<file path="config.mk">
export PLATFORM = sky130hd
export DESIGN_NAME = vectored_interrupt_unit
export DESIGN_NICKNAME = d
export VERILOG_FILES = /design/src/logic/vint_pkg.sv /design/src/logic/int_arb_if.sv /design/src/logic/pin_edge_sense.sv /design/src/logic/priority_pick.sv /design/src/logic/vectored_interrupt_unit.sv
export SDC_FILE = /design/constraint.sdc
export NUM_CORES = 1
export LEC_CHECK = 0
export ABC_CLOCK_PERIOD_IN_PS = 4850
export BUFFER_PORTS_ARGS = -buffer_cell sky130_fd_sc_hd__buf_2
export CORE_ASPECT_RATIO = 1.1
export CORE_MARGIN = 2
export CORE_UTILIZATION = 39
export CTS_CLUSTER_SIZE = 40
export DETAILED_ROUTE_END_ITERATION = 8
export GPL_ROUTABILITY_DRIVEN = 0
export PLACE_DENSITY_LB_ADDON = 0.1
export SLEW_MARGIN = 20
export SYNTH_ARGS = -nofsm -noshare
export SYNTH_HDL_FRONTEND = slang
export SYNTH_HIERARCHICAL = 1
export SYNTH_SLANG_ARGS = --single-unit
</file>
<file path="constraint.sdc">
create_clock -name i_sys_clk -period 4.85 [get_ports i_sys_clk]
set_clock_uncertainty 0.2 [all_clocks]
set_input_delay 0.2425 -clock i_sys_clk [delete_from_list [all_inputs] [get_ports i_sys_clk]]
set_output_delay 0.2425 -clock i_sys_clk [all_outputs]
set_load 0.005 [all_outputs]
</file>
<file path="src/logic/vint_pkg.sv">
`default_nettype none
package vint_pkg;
  localparam int NUM_CHAN    = 6;
  localparam int SYNC_STAGES = 2;
  // Register indices; byte address is four times the index
  localparam logic [9:0] IDX_MODE  = 10'h0f8;
  localparam logic [9:0] IDX_PRIO  = 10'h0f9;
  localparam logic [9:0] IDX_REQ   = 10'h0fa;
  localparam logic [9:0] IDX_MASK  = 10'h0fb;
  localparam logic [9:0] IDX_STAT  = 10'h0fc;
  localparam logic [9:0] IDX_EMASK = 10'h0fd;
  localparam logic [9:0] IDX_SHORT = 10'h0fe;
  localparam logic [9:0] IDX_LONG  = 10'h0ff;
  // Values after reset
  localparam logic [7:0] REQ_RST   = 8'h00;
  localparam logic [7:0] MASK_RST  = 8'h00;
  localparam logic [7:0] PRIO_RST  = 8'h00;
  localparam logic [7:0] TCTRL_RST = 8'h00;
  localparam logic [7:0] MODE_RST  = 8'h00;
  localparam logic [7:0] STAT_RST  = 8'h00;
  // Field positions
  localparam int MASK_GLOBAL = 7;
  localparam int EDGE_CHAN2  = 7;
  localparam int EDGE_CHAN0  = 6;
  localparam int TMR_EN      = 7;
  localparam int TMR_TOUT    = 5;
  localparam int TMR_INTEN   = 1;
  localparam int MODE_ALT    = 0;
  localparam int ST_VECT     = 0;
  localparam int ST_WAKE     = 1;
  localparam int ST_SHORT    = 2;
  localparam int ST_LONG     = 3;
  // Synchronised input sources
  localparam int SRC_LINE1 = 0;
  localparam int SRC_LINE2 = 1;
  localparam int SRC_LINE3 = 2;
  localparam int SRC_CMP1  = 3;
  localparam int SRC_CMP2  = 4;
  localparam int SRC_LVD   = 5;
  // Channel numbers
  localparam int CH_ZERO  = 0;
  localparam int CH_ONE   = 1;
  localparam int CH_TWO   = 2;
  localparam int CH_LONG  = 3;
  localparam int CH_SHORT = 4;
  localparam int CH_LVD   = 5;
  localparam logic [1:0] RESP_OKAY   = 2'h0;
  localparam logic [1:0] RESP_SLVERR = 2'h2;
  typedef enum logic [2:0] {ST_IDLE, ST_SAVE, ST_FETCH_HI, ST_FETCH_LO, ST_BRANCH} vect_state_t;
endpackage : vint_pkg
`default_nettype wire
</file>
<file path="src/logic/int_arb_if.sv">
`timescale 1ns/1ps
`default_nettype none
interface int_arb_if #(parameter int NUM = vint_pkg::NUM_CHAN);
  logic [NUM-1:0] pending;
  logic [2:0]     first;
  logic           hit;
  logic [2:0]     chan;
  modport requester (output pending, output first, input hit, input chan);
  modport arbiter   (input pending, input first, output hit, output chan);
endinterface : int_arb_if
`default_nettype wire

</file>
<file path="src/logic/pin_edge_sense.sv">
`timescale 1ns/1ps
`default_nettype none
module pin_edge_sense #(
  parameter int STAGES = vint_pkg::SYNC_STAGES
) (
  // Clock and reset
  input  wire logic i_sys_clk,
  input  wire logic i_rst_n,
  input  wire logic i_clk_en,
  // Pin and edge choice
  input  wire logic i_pin,
  input  wire logic i_rise_en,
  input  wire logic i_fall_en,
  // Detected edge
  output logic      o_event
);
  if (STAGES < 2) begin : g_bad_stages
    $error("pin_edge_sense needs at least two stages");
  end

  logic [STAGES-1:0] sync_reg;
  logic [STAGES:0]   fill_reg;
  logic              last_reg;

  // Fill guard stops a false edge while the chain loads after reset
  always_ff @(posedge i_sys_clk or negedge i_rst_n) begin
    if (!i_rst_n) begin
      sync_reg <= '0;
      fill_reg <= '0;
      last_reg <= 1'b0;
    end else if (i_clk_en) begin
      sync_reg <= {sync_reg[STAGES-2:0], i_pin};
      fill_reg <= {fill_reg[STAGES-1:0], 1'b1};
      last_reg <= sync_reg[STAGES-1];
    end
  end

  assign o_event = fill_reg[STAGES] &
                   ((sync_reg[STAGES-1] & ~last_reg & i_rise_en) |
                    (~sync_reg[STAGES-1] & last_reg & i_fall_en));
endmodule : pin_edge_sense
`default_nettype wire

</file>
<file path="src/logic/priority_pick.sv">
`timescale 1ns/1ps
`default_nettype none
module priority_pick #(
  parameter int NUM = vint_pkg::NUM_CHAN
) (
  // Pending set in, winner out
  int_arb_if.arbiter arb
);
  if (NUM < 1 || NUM > 8) begin : g_bad_num
    $error("priority_pick serves one to eight channels");
  end

  // Rotating order: the programmed channel first, then upward with wrap
  function automatic logic [3:0] pick(input logic [NUM-1:0] pend, input logic [2:0] first);
    int base;
    int c;
    logic [3:0] res;
    base = (int'(first) < NUM) ? int'(first) : 0;
    res = 4'h0;
    for (int k = NUM - 1; k >= 0; k--) begin
      c = (base + k) % NUM;
      if (pend[c]) begin
        res = {1'b1, 3'(c)};
      end
    end
    return res;
  endfunction : pick

  assign {arb.hit, arb.chan} = pick(arb.pending, arb.first);
endmodule : priority_pick
`default_nettype wire

</file>
<file path="src/logic/vectored_interrupt_unit.sv">
// The AXI4-Lite slave port is this design's own decision.
`timescale 1ns/1ps
`default_nettype none
// Functional notes
// - six sources: three pins, two timers, low-voltage
// - channel n vector at bytes 2n, 2n+1
// - channel one: falling edge only
// - global and per-channel enable mask
// - programmable priority picks among pending requests
// - grant disables interrupts, saves context, branches
// - service address from two program-memory bytes
// - masked requests still latch for polling
// - comparator one to channel two, two to zero
// - request bits 7:6 select channel two/zero edges
// - channels zero-four and timers stay alive in halt
// - halt ends only by serviced request
// - alternating mode swaps timer enables, sets timeouts
// - short timer request needs its enable bit 1
// - long timer request needs bit 1, sets 5
module vectored_interrupt_unit (
  // Clock, reset, freeze
  input  wire logic        i_sys_clk,
  input  wire logic        i_rst_n,
  input  wire logic        i_clk_en,
  // AXI4-Lite write
  input  wire logic [11:0] i_awaddr,
  input  wire logic        i_awvalid,
  output logic             o_awready,
  input  wire logic [31:0] i_wdata,
  input  wire logic [3:0]  i_wstrb,
  input  wire logic        i_wvalid,
  output logic             o_wready,
  output logic [1:0]       o_bresp,
  output logic             o_bvalid,
  input  wire logic        i_bready,
  // AXI4-Lite read
  input  wire logic [11:0] i_araddr,
  input  wire logic        i_arvalid,
  output logic             o_arready,
  output logic [31:0]      o_rdata,
  output logic [1:0]       o_rresp,
  output logic             o_rvalid,
  input  wire logic        i_rready,
  // Pins and analog events
  input  wire logic        i_port3_line1,
  input  wire logic        i_port3_line2,
  input  wire logic        i_port3_line3,
  input  wire logic        i_comparator_one_in,
  input  wire logic        i_comparator_two_in,
  input  wire logic        i_low_voltage_detect,
  // Timers
  input  wire logic        i_short_tc,
  input  wire logic        i_long_tc,
  output logic             o_short_enable,
  output logic             o_long_enable,
  // Processor core
  input  wire logic        i_halt,
  input  wire logic        i_core_ready,
  output logic             o_cpu_clk_en,
  output logic             o_ctx_save,
  output logic             o_pm_rd,
  output logic [15:0]      o_pm_addr,
  input  wire logic [7:0]  i_pm_data,
  output logic             o_branch,
  output logic [15:0]      o_isr_addr,
  // Interrupt to system
  output logic             o_int_out
);
  logic [7:0]  req_reg, req_next, mask_reg, mask_next, prio_reg, mode_reg;
  logic [7:0]  stat_reg, stat_next, stat_set, emask_reg;
  logic [7:0]  short_reg, short_next, long_reg, long_next, hi_reg, rdata_reg;
  logic [2:0]  chan_reg;
  logic        halt_reg, halt_next, grant, alt;
  logic [5:0]  src_pin, rise_en, fall_en, edge_ev, ev, clr_vec;
  logic        wr_ready_reg, bvalid_reg, arready_reg, rvalid_reg;
  logic [1:0]  bresp_reg, rresp_reg;
  logic        wr_fire, wr_byte, rd_fire;
  logic        wr_req, wr_mask, wr_prio, wr_mode, wr_emask, wr_short, wr_long, rd_stat;
  logic [9:0]  wr_idx, rd_idx;
  logic [7:0]  rd_val;
  logic        ctx_save_reg, pm_rd_reg, branch_reg, cpu_clk_en_reg, int_out_reg;
  logic [15:0] pm_addr_reg, isr_addr_reg;
  vint_pkg::vect_state_t state_reg;

  function automatic logic reg_known(input logic [9:0] idx);
    return idx >= vint_pkg::IDX_MODE && idx <= vint_pkg::IDX_LONG;
  endfunction : reg_known

  function automatic logic [15:0] vec_addr(input logic [2:0] chan);
    return {12'h000, chan, 1'b0};
  endfunction : vec_addr

  // Edge choice for channels two and zero
  // edge select decode
  assign rise_en = {1'b1, req_reg[vint_pkg::EDGE_CHAN0], req_reg[vint_pkg::EDGE_CHAN2],
                    1'b0, req_reg[vint_pkg::EDGE_CHAN0], req_reg[vint_pkg::EDGE_CHAN2]};
  assign fall_en = {1'b0,
                    ~req_reg[vint_pkg::EDGE_CHAN0] | req_reg[vint_pkg::EDGE_CHAN2],
                    ~req_reg[vint_pkg::EDGE_CHAN2] | req_reg[vint_pkg::EDGE_CHAN0],
                    1'b1,
                    ~req_reg[vint_pkg::EDGE_CHAN0] | req_reg[vint_pkg::EDGE_CHAN2],
                    ~req_reg[vint_pkg::EDGE_CHAN2] | req_reg[vint_pkg::EDGE_CHAN0]};
  assign src_pin = {i_low_voltage_detect, i_comparator_two_in, i_comparator_one_in,
                    i_port3_line3, i_port3_line2, i_port3_line1};

  for (genvar g = 0; g < vint_pkg::NUM_CHAN; g++) begin : g_edge
    pin_edge_sense u_edge (
      .i_sys_clk (i_sys_clk),
      .i_rst_n   (i_rst_n),
      .i_clk_en  (i_clk_en),
      .i_pin     (src_pin[g]),
      .i_rise_en (rise_en[g]),
      .i_fall_en (fall_en[g]),
      .o_event   (edge_ev[g])
    );
  end

  assign ev[vint_pkg::CH_ZERO] = edge_ev[vint_pkg::SRC_LINE2] | edge_ev[vint_pkg::SRC_CMP2];
  assign ev[vint_pkg::CH_ONE]  = edge_ev[vint_pkg::SRC_LINE3];
  assign ev[vint_pkg::CH_TWO]  = edge_ev[vint_pkg::SRC_LINE1] | edge_ev[vint_pkg::SRC_CMP1];
  assign ev[vint_pkg::CH_LONG] = i_long_tc & long_reg[vint_pkg::TMR_INTEN];
  assign ev[vint_pkg::CH_SHORT] = i_short_tc & short_reg[vint_pkg::TMR_INTEN];
  assign ev[vint_pkg::CH_LVD] = edge_ev[vint_pkg::SRC_LVD] & ~halt_reg;

  int_arb_if #(.NUM(vint_pkg::NUM_CHAN)) arb ();
  assign arb.pending = req_reg[5:0] & mask_reg[5:0];
  assign arb.first   = prio_reg[2:0];
  priority_pick #(.NUM(vint_pkg::NUM_CHAN)) u_pick (
    .arb (arb.arbiter)
  );

  // a halted core wakes only through a grant
  assign grant   = (state_reg == vint_pkg::ST_IDLE) & mask_reg[vint_pkg::MASK_GLOBAL] &
                   arb.hit & (i_core_ready | halt_reg);
  assign clr_vec = grant ? 6'(6'h01 << arb.chan) : 6'h00;

  // Bus decode
  assign wr_fire  = i_awvalid & i_wvalid & wr_ready_reg;
  assign wr_byte  = wr_fire & i_wstrb[0];
  assign wr_idx   = i_awaddr[11:2];
  assign rd_idx   = i_araddr[11:2];
  assign rd_fire  = i_arvalid & arready_reg;
  assign wr_req   = wr_byte & (wr_idx == vint_pkg::IDX_REQ);
  assign wr_mask  = wr_byte & (wr_idx == vint_pkg::IDX_MASK);
  assign wr_prio  = wr_byte & (wr_idx == vint_pkg::IDX_PRIO);
  assign wr_mode  = wr_byte & (wr_idx == vint_pkg::IDX_MODE);
  assign wr_emask = wr_byte & (wr_idx == vint_pkg::IDX_EMASK);
  assign wr_short = wr_byte & (wr_idx == vint_pkg::IDX_SHORT);
  assign wr_long  = wr_byte & (wr_idx == vint_pkg::IDX_LONG);
  assign rd_stat  = rd_fire & (rd_idx == vint_pkg::IDX_STAT);
  assign rd_val   = (rd_idx == vint_pkg::IDX_REQ)   ? req_reg   :
                    (rd_idx == vint_pkg::IDX_MASK)  ? mask_reg  :
                    (rd_idx == vint_pkg::IDX_PRIO)  ? prio_reg  :
                    (rd_idx == vint_pkg::IDX_MODE)  ? mode_reg  :
                    (rd_idx == vint_pkg::IDX_STAT)  ? stat_reg  :
                    (rd_idx == vint_pkg::IDX_EMASK) ? emask_reg :
                    (rd_idx == vint_pkg::IDX_SHORT) ? short_reg :
                    (rd_idx == vint_pkg::IDX_LONG)  ? long_reg  : 8'h00;

  // hold until vectored or written; new event wins
  assign req_next  = {wr_req ? i_wdata[7:6] : req_reg[7:6],
                      ((wr_req ? i_wdata[5:0] : req_reg[5:0]) & ~clr_vec) | ev};
  assign mask_next = {~grant & (wr_mask ? i_wdata[7] : mask_reg[7]),
                      wr_mask ? i_wdata[6:0] : mask_reg[6:0]};
  assign halt_next = ~grant & (halt_reg | i_halt);
  assign alt       = mode_reg[vint_pkg::MODE_ALT];
  assign stat_next = (rd_stat ? 8'h00 : stat_reg) | stat_set;

  always_comb begin
    short_next = wr_short ? i_wdata[7:0] : short_reg;
    long_next  = wr_long ? i_wdata[7:0] : long_reg;
    if (alt && i_short_tc) begin
      short_next[vint_pkg::TMR_EN] = 1'b0;
      long_next[vint_pkg::TMR_EN]  = 1'b1;
    end else if (alt && i_long_tc) begin
      long_next[vint_pkg::TMR_EN]  = 1'b0;
      short_next[vint_pkg::TMR_EN] = 1'b1;
    end
    short_next[vint_pkg::TMR_TOUT] = short_next[vint_pkg::TMR_TOUT] | i_short_tc;
    // timeout status on each terminal count
    long_next[vint_pkg::TMR_TOUT]  = long_next[vint_pkg::TMR_TOUT] | i_long_tc;
  end

  always_comb begin
    stat_set = 8'h00;
    stat_set[vint_pkg::ST_VECT]  = grant;
    stat_set[vint_pkg::ST_WAKE]  = grant & halt_reg;
    stat_set[vint_pkg::ST_SHORT] = i_short_tc;
    stat_set[vint_pkg::ST_LONG]  = i_long_tc;
  end

  always_ff @(posedge i_sys_clk or negedge i_rst_n) begin
    if (!i_rst_n) begin
      req_reg   <= vint_pkg::REQ_RST;
      mask_reg  <= vint_pkg::MASK_RST;
      prio_reg  <= vint_pkg::PRIO_RST;
      mode_reg  <= vint_pkg::MODE_RST;
      stat_reg  <= vint_pkg::STAT_RST;
      emask_reg <= vint_pkg::STAT_RST;
      short_reg <= vint_pkg::TCTRL_RST;
      long_reg  <= vint_pkg::TCTRL_RST;
      halt_reg  <= 1'b0;
      cpu_clk_en_reg <= 1'b1;
      int_out_reg    <= 1'b0;
    end else if (i_clk_en) begin
      req_reg   <= req_next;
      mask_reg  <= mask_next;
      prio_reg  <= wr_prio ? i_wdata[7:0] : prio_reg;
      mode_reg  <= wr_mode ? i_wdata[7:0] : mode_reg;
      emask_reg <= wr_emask ? i_wdata[7:0] : emask_reg;
      stat_reg  <= stat_next;
      short_reg <= short_next;
      long_reg  <= long_next;
      halt_reg  <= halt_next;
      cpu_clk_en_reg <= ~halt_next;
      int_out_reg    <= |(stat_next & (wr_emask ? i_wdata[7:0] : emask_reg));
    end
  end

  // Bus slave: address and data taken together, one of each at a time
  always_ff @(posedge i_sys_clk or negedge i_rst_n) begin
    if (!i_rst_n) begin
      wr_ready_reg <= 1'b0;
      bvalid_reg   <= 1'b0;
      bresp_reg    <= vint_pkg::RESP_OKAY;
      arready_reg  <= 1'b0;
      rvalid_reg   <= 1'b0;
      rresp_reg    <= vint_pkg::RESP_OKAY;
      rdata_reg    <= 8'h00;
    end else if (i_clk_en) begin
      wr_ready_reg <= ~wr_ready_reg & ~bvalid_reg & i_awvalid & i_wvalid;
      arready_reg  <= ~arready_reg & ~rvalid_reg & i_arvalid;
      if (wr_fire) begin
        bvalid_reg <= 1'b1;
        bresp_reg  <= reg_known(wr_idx) ? vint_pkg::RESP_OKAY : vint_pkg::RESP_SLVERR;
      end else if (i_bready) begin
        bvalid_reg <= 1'b0;
      end
      if (rd_fire) begin
        rvalid_reg <= 1'b1;
        rdata_reg  <= rd_val;
        rresp_reg  <= reg_known(rd_idx) ? vint_pkg::RESP_OKAY : vint_pkg::RESP_SLVERR;
      end else if (i_rready) begin
        rvalid_reg <= 1'b0;
      end
    end
  end

  // high byte then following low byte
  always_ff @(posedge i_sys_clk or negedge i_rst_n) begin
    if (!i_rst_n) begin
      state_reg    <= vint_pkg::ST_IDLE;
      chan_reg     <= 3'h0;
      hi_reg       <= 8'h00;
      ctx_save_reg <= 1'b0;
      pm_rd_reg    <= 1'b0;
      pm_addr_reg  <= 16'h0000;
      branch_reg   <= 1'b0;
      isr_addr_reg <= 16'h0000;
    end else if (i_clk_en) begin
      ctx_save_reg <= 1'b0;
      branch_reg   <= 1'b0;
      case (state_reg)
        vint_pkg::ST_IDLE: begin
          if (grant) begin
            state_reg    <= vint_pkg::ST_SAVE;
            chan_reg     <= arb.chan;
            ctx_save_reg <= 1'b1;
          end
        end
        vint_pkg::ST_SAVE: begin
          state_reg   <= vint_pkg::ST_FETCH_HI;
          pm_rd_reg   <= 1'b1;
          pm_addr_reg <= vec_addr(chan_reg);
        end
        vint_pkg::ST_FETCH_HI: begin
          state_reg   <= vint_pkg::ST_FETCH_LO;
          pm_addr_reg <= pm_addr_reg + 16'h0001;
        end
        vint_pkg::ST_FETCH_LO: begin
          state_reg <= vint_pkg::ST_BRANCH;
          pm_rd_reg <= 1'b0;
          hi_reg    <= i_pm_data;
        end
        vint_pkg::ST_BRANCH: begin
          state_reg    <= vint_pkg::ST_IDLE;
          branch_reg   <= 1'b1;
          isr_addr_reg <= {hi_reg, i_pm_data};
        end
        default: state_reg <= vint_pkg::ST_IDLE;
      endcase
    end
  end

  assign o_awready      = wr_ready_reg;
  assign o_wready       = wr_ready_reg;
  assign o_bvalid       = bvalid_reg;
  assign o_bresp        = bresp_reg;
  assign o_arready      = arready_reg;
  assign o_rvalid       = rvalid_reg;
  assign o_rresp        = rresp_reg;
  assign o_rdata        = {24'h000000, rdata_reg};
  assign o_short_enable = short_reg[vint_pkg::TMR_EN];
  assign o_long_enable  = long_reg[vint_pkg::TMR_EN];
  assign o_cpu_clk_en   = cpu_clk_en_reg;
  assign o_ctx_save     = ctx_save_reg;
  assign o_pm_rd        = pm_rd_reg;
  assign o_pm_addr      = pm_addr_reg;
  assign o_branch       = branch_reg;
  assign o_isr_addr     = isr_addr_reg;
  assign o_int_out      = int_out_reg;
endmodule : vectored_interrupt_unit
`default_nettype wire

</file>
==> qor.csv <==
stage;metric;value;unit
sta;drv_slew;0;
clock_tree;cts_max_path_buffers;2;
hold_path;hold_path_depth;3;
pwr;p_sw;0.000770;W
grt;grt_max_degree;90;
placement;pre_cts_slack;0.517;ns
floorplan;rows;57;
sta;post-route-min-period;4.32;ns
pwr;switching_share;24.0;%
sta;finalHoldViolations;0;
setup_path;path_class;reg2reg;
hold_path;hold_path_end;mode_reg[2];
yosys;synth_ff_type;dfrtp_1;
floorplan;initial_core_util;40.0;%
yosys;yosysTopAreaCell;dfrtp_1;
pwr;cell_internal_pwr;0.00243;W
setup_path;endpoint_kind;flip-flop;
pwr;ir_drop;0.223;mV
yosys;yosysWarnings;6;
pwr;leakage;4.96;nW
outcome;outcome;finished, final reports clean;
placement;dp_hpwl;15.9;mm
hold_path;min_from;i_wdata[2];
route;viasPerCell;5.32;
pwr;combPwrFrac;7.7;%
sta;fmax;0.232;GHz
clock_tree;cts-buffers-inserted;17;
setup_path;cp.arrival;4.42;ns
yosys;synth_xor_xnor_area_share;1.09;%
sta;worst_pin_slew;0.872;ns
setup_path;r2r-start;prio_reg[1];
route;totalWireLength;22.7;mm
route;remaining_drc_errors;0;
yosys;ys_seq_elements;166;
cells_and_area;layout_common_cells;dfrtp_1, buf_2, mux2_2;
yosys;synth_compound_area_share;13.6;%
clock_tree;clock-root-buffer;clkbuf_16;
sta;setup_viol;0;
sta;tns;0;ns
yosys;seq_area_frac_synth;46.9;%
clock_tree;cts_tree;done;
yosys;ys_types;83;
yosys;syn_avg_cell_area;10.4;µm²
yosys;synth_mux_area_share;15.1;%
cells_and_area;largest_reg_flops;18;
setup_path;reg2reg_depth;12;
yosys;netlist_area;0.00887;mm²
route;ant_nets;0;
cells_and_area;nets;1076;
route;drt_iter0_drc;392;
yosys;synthArstFlopShare;100;%
sta;rsz0062_at_grt;no;
clock_tree;h-tree-depth;4;
clock_tree;insertion_delay;0.42;ns
grt;grt_overflow_total;0;
pwr;seq_power_share;45.7;%
grt;grt_usage;19.5;%
route;wl_per_cell;17.6;µm
grt;grt_pass1_wl;36.7;mm
clock_tree;path_clk_slew;0.07;ns
route;via_count;6879;
pwr;p_per_area;302;mW/mm²
yosys;synth.area.top_cells;dfrtp_1, mux2_2, nor2_1;
hold_path;hold_path.class;in2reg;
yosys;synth-edff-count;0;
grt;grt_pass1_vias;6637;
cells_and_area;syn2layout_area_growth;19.5;%
floorplan;fp.dieH;162;µm
placement;port_buffers;108;
setup_path;r2r_slack;0.53;ns
yosys;synthSimpleGateAreaFrac;17.2;%
setup_path;reg2reg_to;req_reg[4];
yosys;synth_top_family_by_area;simple AND/OR/NAND/NOR gates;
clock_tree;cts-resized-gates;0;
yosys;synthAdderAreaFrac;0.847;%
clock_tree;clock-sinks;166;
yosys;synthesis.instances;850;
pwr;clock_power_share;46.6;%
grt;antenna_found_initial;0;
floorplan;core_area;0.0222;mm²
yosys;synth.top_cell.area_share;46.6;%
floorplan;ios;166;
sta;fin_crit_sh;89.0;%
cells_and_area;layout_commonest_cell;dfrtp_1;
route;first_pass_iters;5;
cells_and_area;final_layout_size_suffix_gt1_share;27.6;%
floorplan;die-area;0.0240;mm²
run;max_cap_violations;0;
setup_path;critPathLaunchType;flip-flop;
setup_path;required;4.96;ns
sta;setup_slack;0.532;ns
setup_path;crit_path_max_fanout;14;
sta;slew_headroom;41.7;%
cells_and_area;antenna_cells;0;
floorplan;die_w;148;µm
==> power groups by stage <==
stage	combinational, W	sequential [W]	clock [W]
CTS	0.000251	0.00146	0.00153
global placement	0.000225	0.00149	0
finish	0.000248	0.00146	0.00149
floorplan	0.000122	0.00148	0
detailed placement	0.000228	0.00149	0
global route	0.000278	0.00147	0.00158
==> worst max path at each step <==
stage | startpoint | depth (start not counted) | slack [ns] | endpoint
floorplan | prio_reg[1] | 16 | 1.18 | req_reg[2]
finish | prio_reg[1] | 12 | 0.53 | req_reg[4]
detailed placement | prio_reg[1] | 11 | 0.52 | chan_reg[2]
global route | prio_reg[1] | 12 | 0.07 | req_reg[4]
CTS | prio_reg[1] | 12 | 0.50 | req_reg[4]
global placement | prio_reg[1] | 12 | 0.57 | req_reg[4]
==> cells in the mapped netlist, types with 10 or more instances <==
| master | number |
|---|---|
| nand2_1 | 73 |
| and2_1 | 14 |
| inv_1 | 21 |
| nand2b_1 | 14 |
| nand4b_1 | 14 |
| mux2i_1 | 14 |
| clkbuf_1 | 21 |
| nor2_1 | 74 |
| buf_2 | 10 |
| nor3_1 | 16 |
| dfrtp_1 | 165 |
| nand3_1 | 14 |
| a21oi_1 | 31 |
| mux2_2 | 93 |
| a22oi_1 | 11 |
| o21ai_0 | 44 |
| a31oi_1 | 13 |
| buf_4 | 28 |
==> final cells by class <==
cell class | instances | area, µm²
clock buffer | 18 | 439
clock inverter | 14 | 211
fill | 2109 | 11600
inverter | 22 | 82.6
multi-input combinational | 624 | 4350
sequential | 166 | 4160
tap | 295 | 369
timing repair buffer | 153 | 982
==> critical path: stages, from the launching register on <==
cell and delay [ns]:
dfrtp_1 0.47, ha_1 0.42, nor2b_1 0.65, o31ai_1 0.20, a211oi_1 0.43, mux2i_1 0.23, a21o_1 0.17, nand4b_1 0.13
o211ai_1 0.13, nand2b_1 0.19, nor2_1 0.59, a31oi_1 0.17, a31o_2 0.24
==> through the flow <==
stage	power, W	instances	area (µm²)	hold WS (ns)	util, %
2_1_floorplan	0.00160	878	8970	-0.253	-
6_report	0.00320	1292	10600	0.0201	47.8
4_1_cts	0.00325	1292	10600	0.000639	47.8
3_5_place_dp	0.00172	1226	9600	0.120	43.3
3_3_place_gp	0.00171	1226	9600	0.122	43.3
5_1_grt	0.00333	1292	10600	0.0150	47.8
==> what timing repair did <==
item	CTS	global route
hold buffers	34	0
buffers inserted	0	0
endpoints found under the hold margin	116	0
==> per-layer routing <==
layer  vias to the layer above  track usage (%)  routed length, µm
li1                       3299                -                  -
met1                      3389             26.8              10500
met2                       173             32.4              11000
met3                        18             3.40                948
met4                         0             4.63                247
met5                         -                0                  0
==> cells by family (layout without fill, tap and decap cells) <==
kind of cell	Yosys count	count (layout)
muxes	116	116
other	2	30
and+or+nand+nor	283	283
AOI/OAI and AO/OA	178	178
adders and majority gates	6	6
DFF	166	166
xor gates and xnor gates	11	11
buffers and inverters	88	207
(Power assumes the default switching activity.)
